$ cat src/logic/axis_limit_map.vh
// register offsets, mode field positions, reset values and timing counts
`ifndef AXIS_LIMIT_MAP_VH
`define AXIS_LIMIT_MAP_VH

// apb byte offsets
`define OFS_AXIS_SELECT   8'h00
`define OFS_MODE          8'h04
`define OFS_DRIVE_CMD     8'h08
`define OFS_COMP_PLUS     8'h0c
`define OFS_COMP_MINUS    8'h10
`define OFS_ERROR_STATUS  8'h14
`define OFS_MAIN_STATUS   8'h18
`define OFS_LOGICAL_POS   8'h1c
`define OFS_REAL_POS      8'h20

// axis_limit_pulse_encoder_mode fields
`define MD_SOFT_PLUS_EN   0
`define MD_SOFT_MINUS_EN  1
`define MD_HARD_STOP_TYPE 2
`define MD_HARD_PLUS_POL  3
`define MD_HARD_MINUS_POL 4
`define MD_COMPARE_SRC    5
`define MD_PULSE_FORMAT   6
`define MD_PULSE_POL      7
`define MD_DIR_POL        8
`define MD_DECODE_TYPE    9
`define MD_QDIV_LO        10
`define MD_QDIV_HI        11
`define MD_FAULT_POL      12
`define MD_FAULT_EN       13
`define MD_INPOS_POL      14
`define MD_INPOS_EN       15
`define MODE_RESET        16'h0000

// axis_error_status fields
`define ES_SOFT_PLUS      0
`define ES_SOFT_MINUS     1
`define ES_HARD_PLUS      2
`define ES_HARD_MINUS     3
`define ES_FAULT          14

// drive command fields
`define DC_START_PLUS     0
`define DC_START_MINUS    1
`define DC_DECEL_STOP     2
`define DC_SUDDEN_STOP    3

// quadrature division codes
`define QDIV_1            2'h0
`define QDIV_2            2'h1
`define QDIV_4            2'h2

// timing
`define CLK_PERIOD_NS     8
`define PULSE_PERIOD_NS   80
`define PULSE_CYCLES      (`PULSE_PERIOD_NS / `CLK_PERIOD_NS)
`define PULSE_HIGH_CYCLES (`PULSE_CYCLES / 2)
`define DECEL_PULSES      4'h8

`endif

$ cat src/logic/pin_sync.v
// two-flop synchroniser for a group of pin inputs
module pin_sync #(
  parameter W = 4
) (
  input  wire         pclk,
  input  wire         presetn,
  input  wire [W-1:0] pin_in,
  output wire [W-1:0] pin_sync_out
);

  reg [W-1:0] meta_r;
  reg [W-1:0] sync_r;

  // first stage feeds only the second
  always @(posedge pclk or negedge presetn)
  begin
    if (!presetn)
    begin
      meta_r <= {W{1'b0}};
      sync_r <= {W{1'b0}};
    end
    else
    begin
      meta_r <= pin_in;
      sync_r <= meta_r;
    end
  end

  assign pin_sync_out = sync_r;

endmodule // pin_sync

$ cat src/logic/axis_limit_pulse_encoder_config.v
// four-axis limit, pulse format, encoder and servo feedback logic with apb registers
`include "axis_limit_map.vh"

// Functional notes
// - mode word per axis, writes hit selected axes
// - plus soft limit: decel stop, set status
// - soft-limit status blocks same-direction drive commands
// - minus soft limit below lower compare, decel
// - hard limit stops, sudden or decelerating
// - hard limit input polarity per direction
// - compare source logical or real counter
// - pulse format two-pulse or pulse-direction
// - two-pulse: plus first pin, minus second
// - one-pulse: pulses first pin, direction second
// - drive pulse polarity positive or negative
// - direction output level per polarity bit
// - encoder decode quadrature or up/down
// - quadrature: a leads counts up
// - up/down: rising edges count up/down
// - quadrature division 1, 2, 4, invalid
// - servo fault input polarity
// - enabled fault sets status, stops drive
// - in-position input polarity
// - driving flag waits for in-position
// - mode words clear on reset
module axis_limit_pulse_encoder_config (
  input  wire        pclk,
  input  wire        presetn,
  input  wire        psel,
  input  wire        penable,
  input  wire        pwrite,
  input  wire [7:0]  paddr,
  input  wire [31:0] pwdata,
  output reg  [31:0] prdata,
  output wire        pready,
  output wire        pslverr,
  input  wire [3:0]  plus_hard_limit_input,
  input  wire [3:0]  minus_hard_limit_input,
  input  wire [3:0]  encoder_phase_a_or_up_input,
  input  wire [3:0]  encoder_phase_b_or_down_input,
  input  wire [3:0]  servo_fault_input,
  input  wire [3:0]  servo_settled_input,
  output wire [3:0]  first_pulse_output,
  output wire [3:0]  second_pulse_or_direction_output
);

  reg  [3:0]   sel_r;
  wire [3:0]   hp_s;
  wire [3:0]   hm_s;
  wire [3:0]   ea_s;
  wire [3:0]   eb_s;
  wire [3:0]   flt_s;
  wire [3:0]   inp_s;
  wire [15:0]  mode_w    [0:3];
  wire [15:0]  err_w     [0:3];
  wire [31:0]  lpos_w    [0:3];
  wire [31:0]  rpos_w    [0:3];
  wire [3:0]   drv_flag;
  wire         wr_en;
  wire         setup;
  reg  [1:0]   rd_axis;
  reg          addr_ok;
  reg  [31:0]  rd_val;

  // every pin passes two flops before use
  pin_sync #(.W(24)) u_sync (
    .pclk         (pclk),
    .presetn      (presetn),
    .pin_in       ({plus_hard_limit_input, minus_hard_limit_input,
                    encoder_phase_a_or_up_input, encoder_phase_b_or_down_input,
                    servo_fault_input, servo_settled_input}),
    .pin_sync_out ({hp_s, hm_s, ea_s, eb_s, flt_s, inp_s})
  );

  // apb strobes: zero wait states
  assign wr_en   = psel & penable & pwrite;
  assign setup   = psel & ~penable;
  assign pready  = 1'b1;
  assign pslverr = psel & penable & ~addr_ok;

  // address decode
  always @*
  begin
    case (paddr)
      `OFS_AXIS_SELECT, `OFS_MODE, `OFS_DRIVE_CMD, `OFS_COMP_PLUS,
      `OFS_COMP_MINUS, `OFS_ERROR_STATUS, `OFS_MAIN_STATUS,
      `OFS_LOGICAL_POS, `OFS_REAL_POS: addr_ok = 1'b1;
      default:                         addr_ok = 1'b0;
    endcase
  end

  // reads use the lowest selected axis
  always @*
  begin
    casez (sel_r)
      4'b???1: rd_axis = 2'h0;
      4'b??10: rd_axis = 2'h1;
      4'b?100: rd_axis = 2'h2;
      4'b1000: rd_axis = 2'h3;
      default: rd_axis = 2'h0;
    endcase
  end

  // read mux
  always @*
  begin
    case (paddr)
      `OFS_AXIS_SELECT:  rd_val = {28'h0000000, sel_r};
      `OFS_MODE:         rd_val = {16'h0000, mode_w[rd_axis]};
      `OFS_ERROR_STATUS: rd_val = {16'h0000, err_w[rd_axis]};
      `OFS_MAIN_STATUS:  rd_val = {28'h0000000, drv_flag};
      `OFS_LOGICAL_POS:  rd_val = lpos_w[rd_axis];
      `OFS_REAL_POS:     rd_val = rpos_w[rd_axis];
      default:           rd_val = 32'h00000000;
    endcase
  end

  // read data captured in the setup cycle
  always @(posedge pclk or negedge presetn)
  begin
    if (!presetn)
      prdata <= 32'h00000000;
    else if (setup && !pwrite)
      prdata <= rd_val;
  end

  // axis selection, kept until the next select write
  always @(posedge pclk or negedge presetn)
  begin
    if (!presetn)
      sel_r <= 4'h0;
    else if (wr_en && paddr == `OFS_AXIS_SELECT)
      sel_r <= pwdata[3:0];
  end

  genvar g;
  generate
    for (g = 0; g < 4; g = g + 1)
    begin : axis
      reg  [15:0] mode_r;
      reg  [31:0] cp_r;
      reg  [31:0] cm_r;
      reg  [31:0] lpos_r;
      reg  [31:0] rpos_r;
      reg         sp_r;
      reg         sm_r;
      reg         flt_r;
      reg         drv_r;
      reg         dir_r;
      reg         dec_r;
      reg  [3:0]  dcnt_r;
      reg  [3:0]  pcnt_r;
      reg         inw_r;
      reg         o1_r;
      reg         o2_r;
      reg         ea_r;
      reg         eb_r;
      wire        hit;
      wire        hp_a;
      wire        hm_a;
      wire        flt_a;
      wire        inp_a;
      wire [31:0] src;
      wire        ovp;
      wire        ovm;
      wire        hard;
      wire        cmd_p;
      wire        cmd_m;
      wire        sudden;
      wire        decel;
      wire        last;
      wire        step;
      wire        pul;
      wire        clr;
      wire [1:0]  qdiv;
      wire        qchg;
      wire        qup;
      wire        qcnt;
      reg         enc_inc;
      reg         enc_dec;

      assign hit   = sel_r[g];
      // polarity applied after synchronising
      assign hp_a  = ~(hp_s[g] ^ mode_r[`MD_HARD_PLUS_POL]);
      assign hm_a  = ~(hm_s[g] ^ mode_r[`MD_HARD_MINUS_POL]);
      assign flt_a = mode_r[`MD_FAULT_EN] & ~(flt_s[g] ^ mode_r[`MD_FAULT_POL]);
      assign inp_a = ~(inp_s[g] ^ mode_r[`MD_INPOS_POL]);

      // compare source and overrun checks
      assign src  = mode_r[`MD_COMPARE_SRC] ? rpos_r : lpos_r;
      assign ovp  = mode_r[`MD_SOFT_PLUS_EN] & drv_r & ~dir_r &
                    ($signed(src) > $signed(cp_r));
      assign ovm  = mode_r[`MD_SOFT_MINUS_EN] & drv_r & dir_r &
                    ($signed(src) < $signed(cm_r));
      assign hard = drv_r & (dir_r ? hm_a : hp_a);

      // drive command strobes
      assign cmd_p = wr_en && hit && paddr == `OFS_DRIVE_CMD && pwdata[`DC_START_PLUS];
      assign cmd_m = wr_en && hit && paddr == `OFS_DRIVE_CMD && pwdata[`DC_START_MINUS];
      assign sudden = flt_a | (hard & ~mode_r[`MD_HARD_STOP_TYPE]) |
                      (wr_en && hit && paddr == `OFS_DRIVE_CMD &&
                       pwdata[`DC_SUDDEN_STOP]);
      assign decel  = ovp | ovm | (hard & mode_r[`MD_HARD_STOP_TYPE]) |
                      (wr_en && hit && paddr == `OFS_DRIVE_CMD &&
                       pwdata[`DC_DECEL_STOP]);
      assign last = dec_r && dcnt_r == 4'h0;
      assign step = drv_r && pcnt_r == 4'h0 && !last;
      assign pul  = drv_r && pcnt_r < `PULSE_HIGH_CYCLES && !last;
      assign clr  = wr_en && hit && paddr == `OFS_ERROR_STATUS;

      // mode word and compare registers per axis
      always @(posedge pclk or negedge presetn)
      begin
        if (!presetn)
        begin
          mode_r <= `MODE_RESET;
          cp_r   <= 32'h00000000;
          cm_r   <= 32'h00000000;
        end
        else if (wr_en && hit)
        begin
          if (paddr == `OFS_MODE)
            mode_r <= pwdata[15:0];
          if (paddr == `OFS_COMP_PLUS)
            cp_r <= pwdata;
          if (paddr == `OFS_COMP_MINUS)
            cm_r <= pwdata;
        end
      end

      // sticky error bits, set wins over clear
      always @(posedge pclk or negedge presetn)
      begin
        if (!presetn)
        begin
          sp_r  <= 1'b0;
          sm_r  <= 1'b0;
          flt_r <= 1'b0;
        end
        else
        begin
          sp_r  <= ovp | (sp_r & ~(clr & pwdata[`ES_SOFT_PLUS]));
          sm_r  <= ovm | (sm_r & ~(clr & pwdata[`ES_SOFT_MINUS]));
          flt_r <= flt_a | (flt_r & ~(clr & pwdata[`ES_FAULT]));
        end
      end

      // drive sequencer with sudden and decelerating stops
      always @(posedge pclk or negedge presetn)
      begin
        if (!presetn)
        begin
          drv_r  <= 1'b0;
          dir_r  <= 1'b0;
          dec_r  <= 1'b0;
          dcnt_r <= 4'h0;
          pcnt_r <= 4'h0;
          inw_r  <= 1'b0;
          lpos_r <= 32'h00000000;
        end
        else
        begin
          if (inp_a)
            inw_r <= 1'b0;
          if (drv_r)
          begin
            if (sudden || (step && last))
            begin
              drv_r <= 1'b0;
              dec_r <= 1'b0;
              inw_r <= mode_r[`MD_INPOS_EN];
            end
            else
            begin
              if (decel && !dec_r)
              begin
                dec_r  <= 1'b1;
                dcnt_r <= `DECEL_PULSES;
              end
              pcnt_r <= (pcnt_r == `PULSE_CYCLES - 1) ? 4'h0 : pcnt_r + 4'h1;
              if (pcnt_r == 4'h0 && last)
              begin
                drv_r <= 1'b0;
                dec_r <= 1'b0;
                inw_r <= mode_r[`MD_INPOS_EN];
              end
              if (step)
              begin
                lpos_r <= dir_r ? lpos_r - 32'h1 : lpos_r + 32'h1;
                if (dec_r && dcnt_r != 4'h0)
                  dcnt_r <= dcnt_r - 4'h1;
              end
            end
          end
          else if (cmd_p && !sp_r && !flt_r && !hp_a)
          begin
            drv_r  <= 1'b1;
            dir_r  <= 1'b0;
            pcnt_r <= 4'h0;
            inw_r  <= 1'b0;
          end
          else if (cmd_m && !sm_r && !flt_r && !hm_a)
          begin
            drv_r  <= 1'b1;
            dir_r  <= 1'b1;
            pcnt_r <= 4'h0;
            inw_r  <= 1'b0;
          end
        end
      end

      // pulse pins formatted and registered
      always @(posedge pclk or negedge presetn)
      begin
        if (!presetn)
        begin
          o1_r <= 1'b0;
          o2_r <= 1'b0;
        end
        else if (mode_r[`MD_PULSE_FORMAT])
        begin
          o1_r <= pul ^ mode_r[`MD_PULSE_POL];
          o2_r <= dir_r ^ mode_r[`MD_DIR_POL];
        end
        else
        begin
          o1_r <= (pul & ~dir_r) ^ mode_r[`MD_PULSE_POL];
          o2_r <= (pul & dir_r) ^ mode_r[`MD_PULSE_POL];
        end
      end

      // encoder decode
      assign qdiv = {mode_r[`MD_QDIV_HI], mode_r[`MD_QDIV_LO]};
      assign qchg = (ea_s[g] ^ ea_r) ^ (eb_s[g] ^ eb_r);
      assign qup  = ea_s[g] ^ eb_r;
      assign qcnt = (qdiv == `QDIV_1) ? qchg :
                    (qdiv == `QDIV_2) ? (ea_s[g] ^ ea_r) :
                    (qdiv == `QDIV_4) ? (ea_s[g] & ~ea_r) : 1'b0;

      // count direction per decode type
      always @*
      begin
        if (mode_r[`MD_DECODE_TYPE])
        begin
          enc_inc = ea_s[g] & ~ea_r;
          enc_dec = eb_s[g] & ~eb_r;
        end
        else
        begin
          enc_inc = qcnt & qup;
          enc_dec = qcnt & ~qup;
        end
      end

      // real position counter
      always @(posedge pclk or negedge presetn)
      begin
        if (!presetn)
        begin
          ea_r   <= 1'b0;
          eb_r   <= 1'b0;
          rpos_r <= 32'h00000000;
        end
        else
        begin
          ea_r <= ea_s[g];
          eb_r <= eb_s[g];
          if (enc_inc && !enc_dec)
            rpos_r <= rpos_r + 32'h1;
          else if (enc_dec && !enc_inc)
            rpos_r <= rpos_r - 32'h1;
        end
      end

      assign mode_w[g] = mode_r;
      assign err_w[g]  = {1'b0, flt_r, 10'h000, hm_a, hp_a, sm_r, sp_r};
      assign lpos_w[g] = lpos_r;
      assign rpos_w[g] = rpos_r;
      assign drv_flag[g] = drv_r | inw_r;
      assign first_pulse_output[g] = o1_r;
      assign second_pulse_or_direction_output[g] = o2_r;
    end
  endgenerate

endmodule // axis_limit_pulse_encoder_config

$ cat config.mk
export PLATFORM = sky130hd
export DESIGN_NAME = axis_limit_pulse_encoder_config
export DESIGN_NICKNAME = d
export VERILOG_FILES = /design/src/logic/pin_sync.v /design/src/logic/axis_limit_pulse_encoder_config.v
export VERILOG_INCLUDE_DIRS = /design/src /design/src/logic
export SDC_FILE = /design/constraint.sdc
export NUM_CORES = 2
export LEC_CHECK = 0
export ABC_AREA = 0
export BUFFER_PORTS_ARGS = -buffer_cell sky130_fd_sc_hd__buf_2
export CAP_MARGIN = 30
export CORE_MARGIN = 2
export CORE_UTILIZATION = 70
export CTS_BUF_LIST = sky130_fd_sc_hd__clkbuf_4
export DETAILED_ROUTE_END_ITERATION = 6
export PLACE_DENSITY = 0.95
export SLEW_MARGIN = 20
export SYNTH_ARGS = -nofsm -noshare
export SYNTH_HDL_FRONTEND = slang
export SYNTH_SLANG_ARGS = --single-unit
$ cat constraint.sdc
create_clock -name pclk -period 14.33 [get_ports pclk]
set_clock_uncertainty 0.1 [all_clocks]
set_input_delay 2.866 -clock pclk [delete_from_list [all_inputs] [get_ports pclk]]
set_output_delay 2.866 -clock pclk [all_outputs]
set_load 0.05 [all_outputs]
==> impl_results.md <==
* Synth async-reset ratio at between 90% and 100%
* H-tree Lvls at 4
* Hold Path Origin: u_sync.meta_r[16]
* Largest net degree at the start of global routing at 189
* Required @ worst endpoint at 11.36 ns
* Vias in the first global route at 44373
* Vias per cell at about 7
* Setup WS post-layout at around 6.6 ns
* Avg Cell Area, Syn at between 9 and 10 um2
* Leak at roughly 26 nW
* Core area at approximately 70000 um2
* Final antenna-violating net count at 0
* FP Rows at between 90 and 100
* Critical path class: input pin to primary output
* Setup violations, final at 0
* Normalized max-slew margin at between 20% and 30%
* Hold slack at roughly 0.24 ns
* Tot Pwr at approximately 0.0072 W
* VDD IR max at ~0.11 mV
* Max-cap viol count at 0
* Worst R2R Start: u_sync.pin_sync_out[10]
* Root Driver: clkbuf_4
* R2R cell count at 21
* Clock Path Buffers at 3
* Pre-CTS WS at around 6.7 ns
* Worst skew pair latency at 1.16 ns
* Initial Util at between 70% and 80%
* IO Pins at roughly 110
* Comb power frac at a little over a third
* CP arrival at between 4 and 5 ns
* Clock slew at reported path FFs at roughly 0.07 ns
* CTS buffer count at 193
* HPWL after DPL at 110000 um
* Cell Pwr Density at about 130 nW/um2
* Crit path max fanout at 34
* RSZ-0062 raised after global routing: false
* Remaining DRCs at approximately 140
* TritonRoute pass-1 iters at 7
* Startpoint types: input pin
* Overflow after GRT at 0
* Violated checks: design-rule violations
* Postcts setup bufs at 0
* Vias after detailed routing at ~44000
* CTS tree: done
* Commonest register cell after synthesis: dfrtp_1
* Die area at 73600 um2
* Iter 0 DRT Violations at between 6000 and 7000
* Seq/Total Area, Yosys at a little under two fifths
* Placed Area at between 50000 and 60000 um2
* Clk pwr share at between 20% and 30%
* Layout cell share with drive strength beyond 1 at 18.0%
* Nets at 5846
* Switching pwr at 0.00290 W
* Internal power at roughly 0.0043 W
* R2r endpoint: axis[2].rpos_r[30]
* Peak Freq at between 100 and 150 MHz
* Routed length per instance at 25.0 um
* Hold_buf cts at 0
* Yosys warning total at 0
* Area Growth Syn to Fin at 7.84%
* Kind of end point of the critical path: primary output
* Finished Cell Area at 53900 um2
* EDFF count, synth at 0
* Port-buffer cells at between 100 and 150
* Slew at the pin closest to its max-slew limit at approximately 1.1 ns
* Final wirelength at 159000 um
* Yosys reg bits at 736
* Final period utilization at between 50% and 60%
* Fin crit period at roughly 7.7 ns
* Die X at approximately 270 um
* Sw frac at ~40%
* Total Routing Usage GR at 42.7%
* Mapped Nets at between 5000 and 6000
* Final GP Congestion at between 1 and 1.5
* Post-synthesis cell type count at 87
* R2R Setup Slk at approximately 8.5 ns
* Max Transition Viols Final at 0
* Die Y-Extent at around 270 um
* Worst Hold Class: flop to flop
* Setup TNS Final at 0 ns
* First-pass GRT wire length at between 200000 and 250000 um
* Hold Fails Final Rpt at 0
* Hold Crit Depth at 0
* Initial antenna violation count at 19
* Outcome: finished, violations left
* Post-synth design cell area at 50000 um2
* Synthesized instance count at roughly 5100
* Clock sinks at ~740
* Seq pwr share at 36.9%
* Cts repair resizes at 0
* Hold EP: u_sync.pin_sync_out[16]
## state kept, by name, indices dropped and copies added, names as in the netlist, 16 cells and up
signal,flops
axis.pcnt_r,16
u_sync.pin_sync_out,24
u_sync.meta_r,24
axis.mode_r,64
prdata,32
axis.lpos_r,128
axis.rpos_r,128
axis.cp_r,128
axis.dcnt_r,16
axis.cm_r,128
## kinds of logic (layout without fill, tap and decap cells)
| family | after synthesis | count (layout) | share of synthesized area, % |
|---|---|---|---|
| xor gates and xnor gates | 260 | 260 | 4.55 |
| DFF | 736 | 736 | 36.8 |
| buffers and inverters | 552 | 859 | 4.23 |
| other | 1 | 20 | 0.00750 |
| and+or+nand+nor | 1086 | 1086 | 10.2 |
| AOI/OAI and AO/OA | 1341 | 1341 | 16.8 |
| muxes | 577 | 577 | 13.9 |
| adders and majority gates | 532 | 532 | 13.4 |
## metal layers
| metal | global-route usage (%) | up-vias | part of all wire [%] |
|---|---|---|---|
| met1 | 51.1 | 21042 | 34 |
| met5 | 1.60 | - | 0.10 |
| met3 | 16.5 | 1078 | 14 |
| met4 | 31.3 | 12 | 8.8 |
| li1 | - | 18882 | - |
| met2 | 62.6 | 3354 | 43 |
## worst max path at each step
stage | depth (start not counted) | endpoint | slack, ns | start
2_1_floorplan | 7 | pslverr | 6.05 | paddr[5]
3_3_place_gp | 7 | pslverr | 6.72 | paddr[5]
3_5_place_dp | 7 | pslverr | 6.73 | paddr[5]
4_1_cts | 7 | pslverr | 6.73 | paddr[5]
5_1_grt | 7 | pslverr | 6.49 | paddr[5]
6_report | 7 | pslverr | 6.63 | paddr[5]
## Yosys cell counts, drive strengths merged (19+ instances only)
library cell	instances	area, um2
or3	19	119
o21ai	456	2280
mux2i	76	761
a21o	194	1460
mux2	451	5080
nor2	193	724
inv	365	1370
o22ai	20	125
xor2	132	1160
nand3	85	425
nor2b	39	244
a211oi	55	433
a21oi	281	1410
nor3	61	305
nand2b	56	350
mux4	50	1130
a31oi	36	231
dfrtp	736	18400
o21a	48	360
xnor2	128	1120
clkbuf	133	499
o21bai	37	278
nand2	454	1700
o31ai	39	293
buf	54	249
ha	524	6560
and3	35	219
nand4	58	363
## metrics by stage
| step | util, % | instances |
|---|---|---|
| final | 75.8 | 6361 |
| after global routing | 75.8 | 6349 |
| after CTS | 75.7 | 6340 |
| after detailed placement | 72.3 | 5998 |
| after global placement | 72.2 | 5997 |
| after floorplan | - | 5085 |
## layout make-up
class	instances	area [um2]
multi-input combinational	3797	29500
sequential	736	18400
fill	4210	17200
clock buffer	257	1930
inverter	365	1370
tap	950	1190
timing repair buffer	152	937
clock inverter	85	534
antenna	19	47.5
## worst max-delay path, stage by stage
cell     delay (ns)
buf_2          0.10
nor3_1         0.08
nand2_1        0.18
or2_2          0.76
nand3_1        0.15
nor4_1         0.28
buf_2          0.31
## layout by cell type (no fill, tap or decap), types with 13 or more instances in the layout
master / instances
mux4_2: 50
inv_1: 365
a22o_1: 18
and3_1: 35
o22ai_1: 20
mux2i_1: 76
a211oi_1: 50
buf_2: 108
nand3_1: 84
a2111oi_0: 13
o221ai_1: 18
o21a_1: 48
o31ai_1: 39
xor2_1: 132
nand2b_1: 56
o21ai_1: 34
nor3_1: 60
o21ai_0: 422
buf_4: 37
and2_1: 18
xnor2_1: 128
a21o_1: 194
diode_2: 19
or3_1: 18
a21oi_1: 280
a31oi_1: 35
nor2b_1: 39
clkbuf_4: 257
nand4_1: 58
dfrtp_1: 736
nor2_1: 192
ha_1: 522
o21bai_1: 37
mux2_2: 451
clkinv_1: 55
nand2_1: 453
## power by group through the flow
stage                     Combinational (W)  Sequential, W  Clock [W]
after global placement              0.00230        0.00262          0
after CTS                           0.00251        0.00261    0.00190
after floorplan                     0.00193        0.00247          0
after detailed placement            0.00243        0.00263          0
final                               0.00260        0.00265    0.00193
after global routing                0.00283        0.00264    0.00202
Note: power is estimated with default switching activity, not from simulation.
